`src/rtl/dpw_pkg.sv`:
```
package dpw_pkg;

  // ==========================================================
  // Register map (byte-wide special function registers)
  // ==========================================================
  localparam logic [7:0] ADDR_MODULATOR_CONTROL = 8'hAE;
  localparam logic [7:0] ADDR_PULSE_WIDTH_LOW   = 8'hB1;
  localparam logic [7:0] ADDR_PULSE_WIDTH_HIGH  = 8'hB2;
  localparam logic [7:0] ADDR_CYCLE_WIDTH_LOW   = 8'hB3;
  localparam logic [7:0] ADDR_CYCLE_WIDTH_HIGH  = 8'hB4;
  localparam logic [7:0] RESET_BYTE             = 8'h00;
  localparam logic [7:0] UNMAPPED_READ          = 8'h00;

  // ==========================================================
  // Control field positions
  // ==========================================================
  localparam int MODE_LSB  = 4;
  localparam int PRESC_LSB = 2;
  localparam int SRC_LSB   = 0;

  // ==========================================================
  // Clock source and prescaler constants
  // ==========================================================
  localparam logic [3:0] XTAL_DIV_LAST = 4'hE;   // Crystal divided by 15
  localparam logic [3:0] XTAL_DIV_HALF = 4'h7;
  localparam logic [5:0] PRESC_LAST_1  = 6'h00;
  localparam logic [5:0] PRESC_LAST_4  = 6'h03;
  localparam logic [5:0] PRESC_LAST_16 = 6'h0F;
  localparam logic [5:0] PRESC_LAST_64 = 6'h3F;
  localparam logic [15:0] CNT_FULL     = 16'hFFFF;
  localparam logic [15:0] CNT_ZERO     = 16'h0000;

  typedef enum logic [2:0] {
    DPW_OFF,
    DPW_SINGLE16,
    DPW_TWIN8,
    DPW_TWIN16,
    DPW_NRZ16,
    DPW_DUAL8,
    DPW_RZ16,
    DPW_HOLD
  } dpw_mode_t;

  typedef enum logic [1:0] {
    DPW_SRC_XTAL15,
    DPW_SRC_XTAL,
    DPW_SRC_EXT,
    DPW_SRC_PLL
  } dpw_src_t;

  typedef struct packed {
    logic      spare;
    dpw_mode_t mode_sel;
    logic [1:0] clock_prescale_sel;
    dpw_src_t  clock_source_sel;
  } dpw_ctrl_t;

  typedef struct packed {
    logic [7:0] addr;
    logic       wr;
    logic [7:0] wdata;
  } dpw_sfr_req_t;

  typedef struct packed {
    logic o;
    logic oe;
  } dpw_pin_t;

endpackage : dpw_pkg

```
`src/rtl/dpw_modulator.sv`:
```
`timescale 1ns/10ps
// Operation
// - Three-bit mode field selects one of eight operating modes
// - Prescaler divides selected source by 1, 4, 16 or 64
// - Source select: crystal/15, crystal, external pin, PLL clock
// - Any control write resets the shared counter
// - 16-bit modes: low byte goes to hidden holder; high write updates both bytes
// - New 16-bit values take effect from the next cycle or a control write
// - Disabled mode releases both pins for ordinary I/O
// - Single mode: cycle pair sets the waveform period
// - Single mode: pulse pair sets the high time per period
// - Twin 8-bit: cycle low byte sets common period
// - Twin 8-bit: first output low when counter equals pulse low
// - Twin 8-bit: second output high at cycle high, low at pulse high
// - Twin 16-bit: counter runs full 16-bit range and wraps
// - Twin 16-bit: output high below its value, low from equality
// - Twin 16-bit: both outputs go high together at wrap
// - NRZ density: outputs updated every counter clock
// - NRZ density: high for register value clocks per 65536
// - Dual 8-bit: each output has its own duty and period
// - Held-reset mode keeps counter reset and pins undriven
// - RZ density: each high clock is half high, half low
module dpw_modulator
  import dpw_pkg::*;
(
  input  wire logic         core_clk,
  input  wire logic         rst,
  input  wire dpw_sfr_req_t sfr_req,
  output logic [7:0]        sfr_rdata,
  input  wire logic         crystal_clock,
  input  wire logic         ext_clock_pin,
  input  wire logic         pll_clock,
  output dpw_pin_t          wave_pin_a,
  output dpw_pin_t          wave_pin_b
);

  // ==========================================================
  // Register file
  // ==========================================================
  dpw_ctrl_t   ctrl_q, ctrl_d;
  logic [15:0] pulse_q, pulse_d, cycle_q, cycle_d;
  logic [7:0]  hold_pulse_q, hold_pulse_d, hold_cycle_q, hold_cycle_d;
  logic [15:0] act_pulse_q, act_pulse_d, act_cycle_q, act_cycle_d;
  logic [7:0]  rdata_q, rdata_d;
  logic        ctrl_wr;
  logic        wide_mode;
  logic        cycle_end;
  logic        cnt_tick;

  assign ctrl_wr   = sfr_req.wr && (sfr_req.addr == ADDR_MODULATOR_CONTROL);
  assign wide_mode = (ctrl_q.mode_sel == DPW_SINGLE16) || (ctrl_q.mode_sel == DPW_TWIN16)
                  || (ctrl_q.mode_sel == DPW_NRZ16) || (ctrl_q.mode_sel == DPW_RZ16);

  // Byte writes, shadowing and the active copies the comparators use
  always_comb
  begin
    ctrl_d       = ctrl_q;
    pulse_d      = pulse_q;
    cycle_d      = cycle_q;
    hold_pulse_d = hold_pulse_q;
    hold_cycle_d = hold_cycle_q;
    act_pulse_d  = act_pulse_q;
    act_cycle_d  = act_cycle_q;
    if (ctrl_wr)
    begin
      ctrl_d = dpw_ctrl_t'(sfr_req.wdata);
    end
    else if (sfr_req.wr && wide_mode)
    begin
      // Low byte parks in the holder so a half-written pair is never seen
      if (sfr_req.addr == ADDR_PULSE_WIDTH_LOW)
      begin
        hold_pulse_d = sfr_req.wdata;
      end
      else if (sfr_req.addr == ADDR_PULSE_WIDTH_HIGH)
      begin
        pulse_d = {sfr_req.wdata, hold_pulse_q};
      end
      else if (sfr_req.addr == ADDR_CYCLE_WIDTH_LOW)
      begin
        hold_cycle_d = sfr_req.wdata;
      end
      else if (sfr_req.addr == ADDR_CYCLE_WIDTH_HIGH)
      begin
        cycle_d = {sfr_req.wdata, hold_cycle_q};
      end
    end
    else if (sfr_req.wr)
    begin
      // 8-bit modes have no pair to protect, so bytes land directly
      if (sfr_req.addr == ADDR_PULSE_WIDTH_LOW)
      begin
        pulse_d[7:0] = sfr_req.wdata;
      end
      else if (sfr_req.addr == ADDR_PULSE_WIDTH_HIGH)
      begin
        pulse_d[15:8] = sfr_req.wdata;
      end
      else if (sfr_req.addr == ADDR_CYCLE_WIDTH_LOW)
      begin
        cycle_d[7:0] = sfr_req.wdata;
      end
      else if (sfr_req.addr == ADDR_CYCLE_WIDTH_HIGH)
      begin
        cycle_d[15:8] = sfr_req.wdata;
      end
    end
    // Active values follow at cycle end or on a control write in wide modes
    if (!wide_mode || ctrl_wr || (cnt_tick && cycle_end))
    begin
      act_pulse_d = pulse_q;
      act_cycle_d = cycle_q;
    end
  end

  // Read data is registered; unmapped addresses read as zero
  always_comb
  begin
    if (sfr_req.addr == ADDR_MODULATOR_CONTROL)
    begin
      rdata_d = ctrl_q;
    end
    else if (sfr_req.addr == ADDR_PULSE_WIDTH_LOW)
    begin
      rdata_d = pulse_q[7:0];
    end
    else if (sfr_req.addr == ADDR_PULSE_WIDTH_HIGH)
    begin
      rdata_d = pulse_q[15:8];
    end
    else if (sfr_req.addr == ADDR_CYCLE_WIDTH_LOW)
    begin
      rdata_d = cycle_q[7:0];
    end
    else if (sfr_req.addr == ADDR_CYCLE_WIDTH_HIGH)
    begin
      rdata_d = cycle_q[15:8];
    end
    else
    begin
      rdata_d = UNMAPPED_READ;
    end
  end

  always_ff @(posedge core_clk)
  begin
    if (rst)
    begin
      ctrl_q       <= dpw_ctrl_t'(RESET_BYTE);
      pulse_q      <= {RESET_BYTE, RESET_BYTE};
      cycle_q      <= {RESET_BYTE, RESET_BYTE};
      hold_pulse_q <= RESET_BYTE;
      hold_cycle_q <= RESET_BYTE;
      act_pulse_q  <= {RESET_BYTE, RESET_BYTE};
      act_cycle_q  <= {RESET_BYTE, RESET_BYTE};
      rdata_q      <= RESET_BYTE;
    end
    else
    begin
      ctrl_q       <= ctrl_d;
      pulse_q      <= pulse_d;
      cycle_q      <= cycle_d;
      hold_pulse_q <= hold_pulse_d;
      hold_cycle_q <= hold_cycle_d;
      act_pulse_q  <= act_pulse_d;
      act_cycle_q  <= act_cycle_d;
      rdata_q      <= rdata_d;
    end
  end

  assign sfr_rdata = rdata_q;

  // ==========================================================
  // Clock source selection and prescaler
  // ==========================================================
  logic [2:0] lvl_q;
  logic [3:0] xdiv_q, xdiv_d;
  logic [5:0] presc_q, presc_d;
  logic [5:0] presc_last;
  logic       xtal_rise, src_tick, src_half, half_tick;

  // Source inputs are synchronous levels; edges are found by one delay
  assign xtal_rise = crystal_clock && !lvl_q[0];

  always_comb
  begin
    src_tick = 1'b0;
    src_half = 1'b0;
    case (ctrl_q.clock_source_sel)
      DPW_SRC_XTAL15:
      begin
        src_tick = xtal_rise && (xdiv_q == XTAL_DIV_LAST);
        src_half = xtal_rise && (xdiv_q == XTAL_DIV_HALF);
      end
      DPW_SRC_XTAL:
      begin
        src_tick = xtal_rise;
        src_half = !crystal_clock && lvl_q[0];
      end
      DPW_SRC_EXT:
      begin
        src_tick = ext_clock_pin && !lvl_q[1];
        src_half = !ext_clock_pin && lvl_q[1];
      end
      default:
      begin
        src_tick = pll_clock && !lvl_q[2];
        src_half = !pll_clock && lvl_q[2];
      end
    endcase
    case (ctrl_q.clock_prescale_sel)
      2'b00:   presc_last = PRESC_LAST_1;
      2'b01:   presc_last = PRESC_LAST_4;
      2'b10:   presc_last = PRESC_LAST_16;
      default: presc_last = PRESC_LAST_64;
    endcase
    xdiv_d = xdiv_q;
    if (xtal_rise)
    begin
      xdiv_d = (xdiv_q == XTAL_DIV_LAST) ? 4'h0 : xdiv_q + 4'h1;
    end
    presc_d = presc_q;
    if (ctrl_wr)
    begin
      presc_d = 6'h00;
    end
    else if (src_tick)
    begin
      presc_d = (presc_q == presc_last) ? 6'h00 : presc_q + 6'h01;
    end
  end

  assign cnt_tick  = src_tick && (presc_q == presc_last);
  // Mid-period mark used to return the density output to zero
  assign half_tick = (presc_last == PRESC_LAST_1) ? src_half
                   : (src_tick && (presc_q == (presc_last >> 1)));

  always_ff @(posedge core_clk)
  begin
    if (rst)
    begin
      lvl_q   <= 3'h0;
      xdiv_q  <= 4'h0;
      presc_q <= 6'h00;
    end
    else
    begin
      lvl_q   <= {pll_clock, ext_clock_pin, crystal_clock};
      xdiv_q  <= xdiv_d;
      presc_q <= presc_d;
    end
  end

  // ==========================================================
  // Shared counter and density accumulators
  // ==========================================================
  logic [15:0] cnt_q, cnt_d;
  logic [15:0] acc_q [2];
  logic [15:0] acc_d [2];
  logic [1:0]  carry;
  logic        lo_wrap, hi_wrap;

  assign lo_wrap = cnt_q[7:0] == act_cycle_q[7:0];
  assign hi_wrap = cnt_q[15:8] == act_cycle_q[15:8];

  always_comb
  begin
    case (ctrl_q.mode_sel)
      DPW_SINGLE16: cycle_end = cnt_q == act_cycle_q;
      DPW_TWIN8:    cycle_end = lo_wrap;
      DPW_DUAL8:    cycle_end = lo_wrap;
      default:      cycle_end = cnt_q == CNT_FULL;
    endcase
    cnt_d = cnt_q;
    if (ctrl_wr || (ctrl_q.mode_sel == DPW_OFF) || (ctrl_q.mode_sel == DPW_HOLD))
    begin
      cnt_d = CNT_ZERO;
    end
    else if (cnt_tick && (ctrl_q.mode_sel == DPW_DUAL8))
    begin
      // Each byte runs its own period for its own output
      cnt_d[7:0]  = lo_wrap ? 8'h00 : cnt_q[7:0] + 8'h01;
      cnt_d[15:8] = hi_wrap ? 8'h00 : cnt_q[15:8] + 8'h01;
    end
    else if (cnt_tick)
    begin
      cnt_d = cycle_end ? CNT_ZERO : cnt_q + 16'h0001;
    end
  end

  // One first-order accumulator per channel; carry out is the bit stream
  for (genvar ch = 0; ch < 2; ch++)
  begin : g_acc
    logic [15:0] val;
    logic [16:0] sum;
    assign val       = (ch == 0) ? act_pulse_q : act_cycle_q;
    assign sum       = {1'b0, acc_q[ch]} + {1'b0, val};
    assign carry[ch] = sum[16];
    assign acc_d[ch] = ctrl_wr ? CNT_ZERO : (cnt_tick ? sum[15:0] : acc_q[ch]);
    always_ff @(posedge core_clk)
    begin
      if (rst)
      begin
        acc_q[ch] <= CNT_ZERO;
      end
      else
      begin
        acc_q[ch] <= acc_d[ch];
      end
    end
  end

  always_ff @(posedge core_clk)
  begin
    if (rst)
    begin
      cnt_q <= CNT_ZERO;
    end
    else
    begin
      cnt_q <= cnt_d;
    end
  end

  // ==========================================================
  // Output waveforms
  // ==========================================================
  dpw_pin_t pin_a_q, pin_a_d, pin_b_q, pin_b_d;

  always_comb
  begin
    pin_a_d = pin_a_q;
    pin_b_d = pin_b_q;
    pin_a_d.oe = 1'b1;
    pin_b_d.oe = 1'b1;
    case (ctrl_q.mode_sel)
      DPW_SINGLE16:
      begin
        pin_a_d.o  = cnt_q < act_pulse_q;
        pin_b_d.oe = 1'b0;
        pin_b_d.o  = 1'b0;
      end
      DPW_TWIN8:
      begin
        if (cnt_q[7:0] == act_pulse_q[7:0])
        begin
          pin_a_d.o = 1'b0;
        end
        else if (cnt_q[7:0] == 8'h00)
        begin
          pin_a_d.o = 1'b1;
        end
        if (cnt_q[7:0] == act_pulse_q[15:8])
        begin
          pin_b_d.o = 1'b0;
        end
        else if (cnt_q[7:0] == act_cycle_q[15:8])
        begin
          pin_b_d.o = 1'b1;
        end
      end
      DPW_TWIN16:
      begin
        // Both high below their value, so both rise together at zero
        pin_a_d.o = cnt_q < act_pulse_q;
        pin_b_d.o = cnt_q < act_cycle_q;
      end
      DPW_NRZ16:
      begin
        if (cnt_tick)
        begin
          pin_a_d.o = carry[0];
          pin_b_d.o = carry[1];
        end
      end
      DPW_RZ16:
      begin
        if (cnt_tick)
        begin
          pin_a_d.o = carry[0];
          pin_b_d.o = carry[1];
        end
        else if (half_tick)
        begin
          pin_a_d.o = 1'b0;
          pin_b_d.o = 1'b0;
        end
      end
      DPW_DUAL8:
      begin
        pin_a_d.o = cnt_q[7:0] < act_pulse_q[7:0];
        pin_b_d.o = cnt_q[15:8] < act_pulse_q[15:8];
      end
      default:
      begin
        // Off and held-reset modes leave the pins to the port logic
        pin_a_d = '0;
        pin_b_d = '0;
      end
    endcase
  end

  always_ff @(posedge core_clk)
  begin
    if (rst)
    begin
      pin_a_q <= '0;
      pin_b_q <= '0;
    end
    else
    begin
      pin_a_q <= pin_a_d;
      pin_b_q <= pin_b_d;
    end
  end

  assign wave_pin_a = pin_a_q;
  assign wave_pin_b = pin_b_q;

endmodule : dpw_modulator

```
`config.mk`:
```
export PLATFORM = sky130hd
export DESIGN_NAME = dpw_modulator
export DESIGN_NICKNAME = d
export VERILOG_FILES = /design/src/rtl/dpw_pkg.sv /design/src/rtl/dpw_modulator.sv
export SDC_FILE = /design/constraint.sdc
export NUM_CORES = 1
export LEC_CHECK = 0
export BUFFER_PORTS_ARGS = -buffer_cell sky130_fd_sc_hd__clkbuf_2
export CELL_PAD_IN_SITES_DETAIL_PLACEMENT = 1
export CELL_PAD_IN_SITES_GLOBAL_PLACEMENT = 2
export CORE_MARGIN = 8
export CORE_UTILIZATION = 42
export CTS_CLUSTER_DIAMETER = 120
export DETAILED_ROUTE_END_ITERATION = 10
export PLACE_DENSITY = 0.82
export SETUP_SLACK_MARGIN = 0.02
export SLEW_MARGIN = 20
export SYNTH_ARGS = -nofsm -noshare
export SYNTH_HDL_FRONTEND = slang
export SYNTH_SLANG_ARGS = --single-unit
```
`constraint.sdc`:
```
create_clock -name core_clk -period 5.44 [get_ports core_clk]
set_input_delay 0.816 -clock core_clk [delete_from_list [all_inputs] [get_ports core_clk]]
set_output_delay 0.816 -clock core_clk [all_outputs]
set_load 0.02 [all_outputs]
```
Word-level counts from Yosys, hierarchy flattened
Memories as Yosys holds them, arrays and structs flattened.
Cells that the tools add are included.

storage, ports and cells
  output and inout port bits = 12
  memories = 1
  flip-flop bits (word level) = 129
  word-level logic and storage cells = 182
  input bits = 22
  memory bits (writable) = 32

memory list
  name   depth  width  rd ports  clocked after Yosys merged registers in  wr ports  line                  text
  acc_q  2      16     2         0                                        2         dpw_modulator.sv:258  logic [15:0] acc_q [2];

cells by class
  multiplexer cells = 57
  add/subtract/negate cells = 7
  order comparisons = 4
  equal/unequal tests = 35
  reduce and logical (&&, ||, !) cells = 51
  bitwise logic cells = 6

operators by type and width
  operator                                                          number
  16-bit 2-to-1 mux                                                 21
  8-bit 2-to-1 mux                                                  13
  8-bit equality test                                               5
  8-bit equality test (second input constant)                       5
  16-bit by 16-bit adder with 17-bit output                         2
  16-bit < comparator                                               2
  6-bit one-hot mux with 3 select lines                             1
  16-bit by 1-bit adder with 16-bit output (second input constant)  1
  8-bit by 1-bit adder with 8-bit output (second input constant)    2
  16-bit equality test                                              1
  16-bit equality test (second input constant)                      1
  8-bit < comparator                                                2
  1-bit 2-to-1 mux                                                  15
  1-bit logical AND                                                 14
  3-bit equality test (second input constant)                       4
  1-bit one-hot mux with 5 select lines                             2
  5-bit AND reduction                                               2
  3-bit != test (second input constant)                             3
  3-bit AND reduction                                               3
  8-bit logical NOT                                                 1
  2-bit nonzero test                                                4
  2-bit OR reduction                                                4
  1-bit logical NOT                                                 7
  1-bit logical OR                                                  7
  other kinds (26)                                                  38

Depth between registers and ports, before layout
Gate-level depths: netlist (run 1).

  depth after elaboration = 9
  depth in mapped cells = 11
  mapped depth without buffers = 9

Least setup slack after synthesis (run 1)
OpenSTA, ideal clock, no wires.

  path type = in2reg
  start point = input sfr_req[15] (netlist name)
  end point = register act_cycle_q[2]
  setup time = 0.128 ns
  cell stages on the path = 8
  setup slack = 2.814 ns
  path buffers = 2
  data required time = 5.312 ns
  data arrival time = 2.499 ns
  cell sequence = nand3b_1 -> nor4_2 -> nand2_1 -> clkbuf_1 -> o211ai_4 -> buf_12 -> mux2i_1 -> nor2_1

on the way
  longest elaborated chain between the ends = 4

ends and longest elaborated chain
  element                        line                  text
  start, declared                dpw_modulator.sv:28   input wire dpw_sfr_req_t sfr_req,
  8-bit equality test            dpw_modulator.sv:50   assign ctrl_wr = sfr_req.wr && (sfr_req.addr == ADDR_MODULATOR_CONTROL);
  1-bit logical AND              dpw_modulator.sv:50
  1-bit logical OR (2 in a row)  dpw_modulator.sv:109  if (!wide_mode || ctrl_wr || (cnt_tick && cycle_end))
  end signal, assigned           dpw_modulator.sv:155  act_cycle_q <= {RESET_BYTE, RESET_BYTE};
  end signal, assigned           dpw_modulator.sv:166  act_cycle_q <= act_cycle_d;
  end, declared                  dpw_modulator.sv:43   logic [15:0] act_pulse_q, act_pulse_d, act_cycle_q, act_cycle_d;

Every way passes these cells.
A chain may end at the register's enable or synchronous reset.

Worst setup path after layout (run 1)
  start point = register ctrl_q[4] (netlist name)
  end point = register pulse_q[0]

on the way
  longest elaborated chain between the ends = 7
  elaborated cells on any way between the ends = 14
  those cells by class = eq/ne: 6; mux: 1; reduce/logical: 7

ends and longest elaborated chain
  element                                                                                                           line                  text
  start, declared                                                                                                   dpw_modulator.sv:40   dpw_ctrl_t ctrl_q, ctrl_d;
  start signal, assigned                                                                                            dpw_modulator.sv:149  ctrl_q <= dpw_ctrl_t'(RESET_BYTE);
  start signal, assigned                                                                                            dpw_modulator.sv:160  ctrl_q <= ctrl_d;
  3-bit by 1-bit equality test with 1-bit output or 3-bit by 2-bit equality test with 1-bit output (tied branches)  dpw_modulator.sv:51   assign wide_mode = (ctrl_q.mode_sel == DPW_SINGLE16) || (ctrl_q.mode_sel == DPW_TWIN16)
  1-bit logical OR                                                                                                  dpw_modulator.sv:51
  1-bit logical OR                                                                                                  dpw_modulator.sv:52   || (ctrl_q.mode_sel == DPW_NRZ16) || (ctrl_q.mode_sel == DPW_RZ16);
  1-bit logical OR (*)                                                                                              dpw_modulator.sv:52
  1-bit logical AND (*)                                                                                             dpw_modulator.sv:68   else if (sfr_req.wr && wide_mode)
  2-bit by 1-bit != test with 1-bit output (no source line), or another cell as far along                           n/a
  5-bit AND reduction (no source line)                                                                              n/a
  end signal, assigned                                                                                              dpw_modulator.sv:150  pulse_q <= {RESET_BYTE, RESET_BYTE};
  end signal, assigned                                                                                              dpw_modulator.sv:161  pulse_q <= pulse_d;
  end, declared                                                                                                     dpw_modulator.sv:41   logic [15:0] pulse_q, pulse_d, cycle_q, cycle_d;

Mark *: on every way between the ends. The rest lies on a longest branch, timed or not.

==> results of run 1 <==
[per-layer routing]
| layer | global-route usage, % | up-vias |
|---|---|---|
| met5 | 0 | - |
| met4 | 6.061 | 0 |
| met3 | 2.767 | 32 |
| met2 | 35.10 | 110 |
| met1 | 27.78 | 3830 |
| li1 | - | 3886 |
[per-stage QoR]
step,utilization [%],area [um2],cells
after global routing,46.42,10100,1387
after global placement,43.84,9538,1355
after floorplan,-,9279,1093
after CTS,46.42,10100,1387
after detailed placement,43.84,9538,1355
final,46.42,10100,1387
[synthesized netlist by cell type, types with 11 or more instances]
cell,count
xnor2_1,36
xor2_1,17
nand2_1,105
nand3_1,29
nor2_1,142
ha_1,69
clkbuf_1,32
a21o_1,13
nand4_1,20
mux2i_1,73
nor3_1,13
a21oi_1,80
o21ai_0,41
a22oi_1,19
a211oi_1,17
dfxtp_1,161
nand2b_1,11
inv_1,49
buf_2,15
[power by group through the flow]
| stage | clock (mW) | sequential [mW] | combinational [mW] |
|---|---|---|---|
| CTS | 1.19 | 1.18 | 0.0706 |
| floorplan | 0 | 1.21 | 0.0401 |
| global route | 1.24 | 1.18 | 0.0770 |
| global placement | 0 | 1.21 | 0.0701 |
| detailed placement | 0 | 1.21 | 0.0704 |
| finish | 1.16 | 1.18 | 0.0701 |
[layout make-up]
class	instances	area, um2
Inverter	49	183.9
Fill cell	2622	11660
Clock buffer	19	442.9
Multi-Input combinational cell	825	5560
Timing Repair Buffer	40	220.2
Sequential cell	161	3223
Clock inverter	13	118.9
Tap cell	280	350.3
[worst min-delay path: stages, from the launching register on]
cell	delay, ps
dfxtp_1	310
nand2_1	50
a21oi_1	50
[sequential cells by signal, summed over array words and instances, names as in the netlist, 16 cells and up]
| name | cells |
|---|---|
| acc_q | 32 |
| act_pulse_q | 16 |
| cycle_q | 16 |
| act_cycle_q | 16 |
| cnt_q | 16 |
| pulse_q | 16 |
[cells by family (layout without fill, tap and decap cells)]
kind of cell               Yosys count  count (layout)  share of synthesized area, %
and+or+nand+nor                    378             378                         19.54
adders and majority gates           71              71                         9.736
buffers and inverters              107             121                         5.394
AOI/OAI and AO/OA                  245             245                         17.07
muxes                               78              78                         8.522
DFF                                161             161                         34.74
xor gates and xnor gates            53              53                         5.003
[worst paths after layout]
check / startpoint / slack [ps] / cells past startpoint / endpoint
worst max-delay path: ctrl_q[4] / 2330 / 7 / pulse_q[0]
worst min-delay path: acc_q[0][8] / 460 / 2 / acc_q[0][8]
worst max register to register: ctrl_q[4] / 2330 / 7 / pulse_q[0]
worst min register to register: acc_q[0][8] / 460 / 2 / acc_q[0][8]
==> metrics, run 1 <==
status=finished, final reports clean; htree depth=4; Clk Latency, worst-skew pair=roughly 430 ps; Synth top area share=between 30% and 40%; DP HPWL=just over 20000 um; Std-Cell Core Area=21760 um2; Pins Over Slew Limit=0; Critical Path Max Stage Delay=between 700 and 800 ps; Clock Sinks=161; area leader, netlist=dfxtp_1; most common cell after layout, fill and taps aside=dfxtp_1; Worst Max-Slew Pin Slew=between 900 and 1000 ps; Cell Chain, Critical Path=nand2b_2, nand2_4, nand2_2, mux2_4, nor4b_4, nor2_1, a311oi_1; DR pass1 iterations=5; P_leak=around 4.2 nW; Final min period=roughly 3100 ps; CP startpoint kind=register; Routed WL=roughly 28000 um; first-pass GRT wire length=~45000 um; PortBufs=33; pwr/cell area=239.4 nW/um2; slowest cell on the critical path=nor4b_4; net load switching power=around 0.6 mW; sequential power share=49.0%; final hold slack=~460 ps; min setup slack post-route=between 2000 and 2500 ps; Clock transition at path regs=roughly 70 ps; # IOs=34; Most used DFF post-synth=dfxtp_1; Final nets=between 1k and 1.5k; uppermost routed layer=met4; Syn Area/Cell=roughly 8.5 um2; Post-route DRC=0; CTS root buf=clkbuf_16; Area contributors post-synth=dfxtp_1 (35%), ha_1 (9.3%), mux2i_1 (7.9%); FMAX=322.0 MHz; CP Buf/Inv Count=0; post-cts hold buffer count=0; Placement Setup Slack=between 2000 and 2500 ps; TritonCTS Buffers=17; Sw Share=24.89%; pin count of the biggest net entering global routing=59; initial antenna violation count=0; Max FO, Critical Path=16; area growth from synthesis to layout=8.846%; MaxCap Viol Count=0; routability cong.=about 0.85; clock skew=approximately 11 ps; Internal Power=approximately 1.8 mW; VDD IR max=between 0.2 and 0.25 mV; initial detailed-routing violation count=~540; routed wl met2=between 10000 and 15000 um; setup_tns=0 ps; Yosys cell types=between 70 and 80; WL per Instance=19.84 um; Gate power share=between 2 and 3%; critical path arrival=3430 ps; Cells after Synth=around 1.1k; grt ovf=0; Clock Tree Buf Depth=2; setup bufs post-CTS=0; sequential share of the synthesized area=a little over a third; die area=27100 um2; power share of the clock group=between 40 and 50%; die height=about 160 um; Starting Density=42.65%; Post-Syn Nets=approximately 1.2k; Die X=approximately 160 um; ys async rst share=0%; WL met3=715 um; Worst slew margin=a little under two fifths; final period utilization=57.09%; # rows=between 50 and 60; most frequent cells in the layout=dfxtp_1 (161), nor2_1 (142), nand2_1 (105); Post-synth EDFFs=0; CP delay by family, top=simple AND/OR/NAND/NOR gates; n_diodes=0; final setup vio count=0; mean number of vias per cell=roughly 5.7; final hold vios=0; Post-DRT Antenna Nets=0; CTS tree=built; post-CTS sizing=0; CP Capture Type=register; vias in the first global route=just over 8k; crit path kind=register to register; worst hold path type=register to register; Yosys warning count=0; Total GRT Usage=approximately a fifth; CP required=approximately 5800 ps; vias=7858; layout cell share with drive strength beyond 1=8.582%; WL met1=around 14000 um; FF+latch count, synth=approximately 160; unrepaired setup endpoints after global routing=false; Power Total=roughly 2.4 mW; Post-Syn Area=9279 um2
Power figures use the tool's default switching activity.
==> inputs of run 2 (changes only) <==
- CORE_UTILIZATION: 42 -> 39
- PLACE_DENSITY: 0.82 -> 0.77
- clock period: 5.44 -> 2.9 ns (I/O delays scaled with it)
==> run 2 against run 1 <==
Cell count grew 6.2%. Utilization shrank 1.3 points. Total power grew 96%. Worst setup slack lost 2200 ps. Register-to-register slack lost 2200 ps. First-iteration DRC count shrank 13%. Critical endpoint is now act_cycle_q[1]. Non-clock buffer count grew 47. Sequential share of layout area shrank 1.4 points. Global-route usage shrank 0.12 points. Sequential cell count is the same.
==> metrics, run 2 (synthesis gave the netlist of run 1 again) <==
Most Crowded Layer GR=met2; P_leak=4.435 nW (+6.4%); Final nets=1234 (+4.0%); die area=28980 um2 (+6.9%); pwr/cell area=447.8 nW/um2 (+87%); Clock Sinks=161 (unchanged); Critical Path Max Stage Delay=460 ps (-300 ps); Clock Tree Buf Depth=2 (unchanged); Post-route DRC=0 (unchanged); critical path arrival=3030 ps (-400 ps); PortBufs=33 (unchanged); Fillers=2849 (+8.7%); crit path kind=register to register; setup_tns=0 ps (unchanged); most common cell after layout, fill and taps aside=dfxtp_1; DR pass1 iterations=5 (unchanged); met2 Use GR=33.87% (-1.2 points); vias in the first global route=8404 (+2.0%); max reg flops=32 (unchanged); htree depth=4 (unchanged); setup bufs post-CTS=0 (unchanged); Routed WL=29460 um (+7.1%); status=finished, final reports clean; CP delay by family, top=simple AND/OR/NAND/NOR gates; Total GRT Usage=20.88% (-0.12 points); Final min period=2747 ps (-358.7 ps); VDD IR max=0.3358 mV (+56%); CP required=3190 ps (-2570 ps); Die X=170.2 um (+3.4%); Clock transition at path regs=70 ps (about the same); clock skew=15.92 ps (+4.776 ps); CTS tree=built; Hold Path Depth=3 (+1); Power Total=4.728 mW (+96%); Clk Latency, worst-skew pair=430 ps (about the same); # rows=56 (+3.7%); CP Buf/Inv Count=2 (+2); WL per Instance=20.00 um (+0.84%); final hold vios=0 (unchanged); final setup vio count=0 (unchanged); initial antenna violation count=0 (unchanged); FMAX=364.1 MHz (+13%); largest register by flop count=acc_q; layout cell share with drive strength beyond 1=12.31% (+3.7 points); Worst slew margin=47.85% (+10 points); grt ovf=0 (unchanged); Pins Over Slew Limit=0 (unchanged); # IOs=34 (unchanged); worst hold path type=primary input to register; mean number of vias per cell=5.525 (-2.5%); post-cts hold buffer count=0 (unchanged); MaxCap Viol Count=0 (unchanged); Setup crit start=act_cycle_q[11]; n_diodes=0 (unchanged); worst r2r src=act_cycle_q[11]; routability cong.=0.8405 (-0.70%); CP Capture Type=register; hold path start=ext_clock_pin; slowest cell on the critical path=dfxtp_1; die height=170.2 um (+3.4%); vias=8138 (+3.6%); TritonCTS Buffers=17 (unchanged); unrepaired setup endpoints after global routing=false; Cell Chain, Critical Path=inv_1, ha_1, and4_1, nand2_1, a2111o_1, and2_4, o211ai_4, buf_12, mux2i_1, nor2_1; Global Route met3 Usage=3.267% (+0.50 points); Max FO, Critical Path=32 (+16); area growth from synthesis to layout=13.78%; Starting Density=39.65% (-3.0 points); Critical Path Stages=10 (+3); Std-Cell Core Area=23400 um2 (+7.6%); Multi-input gate area=5565 um2 (about the same); pin count of the biggest net entering global routing=73 (+24%); CP startpoint kind=register; Worst Max-Slew Pin Slew=782.2 ps (-154.7 ps); CTS root buf=clkbuf_16; post-CTS sizing=0 (unchanged); area occupied by registers=3223 um2 (unchanged); initial detailed-routing violation count=475 (-13%); worst reg-to-reg path cell count=10 (+3); met1 usage=27.06% (-0.72 points); most frequent cells in the layout=dfxtp_1 (161), nor2_1 (142), nand2_1 (105); final period utilization=94.71% (+38 points); first-pass GRT wire length=47050 um (+4.9%); Post-DRT Antenna Nets=0 (unchanged); DP HPWL=22210 um (+9.2%)
## run 2: cell type report
cell class | instances | share of cell area, %
Sequential cell | 161 | 30.53
Inverter | 49 | 1.742
Tap cell | 319 | 3.781
Multi-Input combinational cell | 825 | 52.71
Timing Repair Buffer | 87 | 5.546
Clock inverter | 13 | 1.588
Clock buffer | 19 | 4.101
## run 2: worst paths after layout
| check | endpoint | slack, ps |
|---|---|---|
| worst max-delay path | act_cycle_q[1] | 150 |
| worst min register to register | ctrl_q[7] | 460 |
| worst min-delay path | lvl_q[1] | 230 |
| worst max register to register | act_cycle_q[1] | 150 |
## run 2: routing by layer
metal  routed length, um  share of wire, %
met1               14150                48
met3                 852               2.9
met4                 937               3.2
met5                   0                 0
met2               13530                46
## run 2: per-stage QoR
step           hold WS, ps  instances  util [%]  area (um2)  setup slack [ps]
2_1_floorplan        429.1       1093         -        9279             472.2
3_3_place_gp         445.6       1441     42.53        9952             156.7
3_5_place_dp         455.2       1441     42.53        9952             148.2
4_1_cts              229.6       1473     45.09       10550             115.8
5_1_grt              239.6       1473     45.11       10560             36.54
6_report             234.4       1473     45.11       10560             153.3
## run 2: power by group
part	switching, mW	internal, mW
registers	0.00616	2.21
clock network	1.05	1.31
logic	0.100	0.0410
## run 2: tightest hold or removal path: stages
cell	delay (ps)
clkbuf_2	90
inv_1	60
nor2_1	50
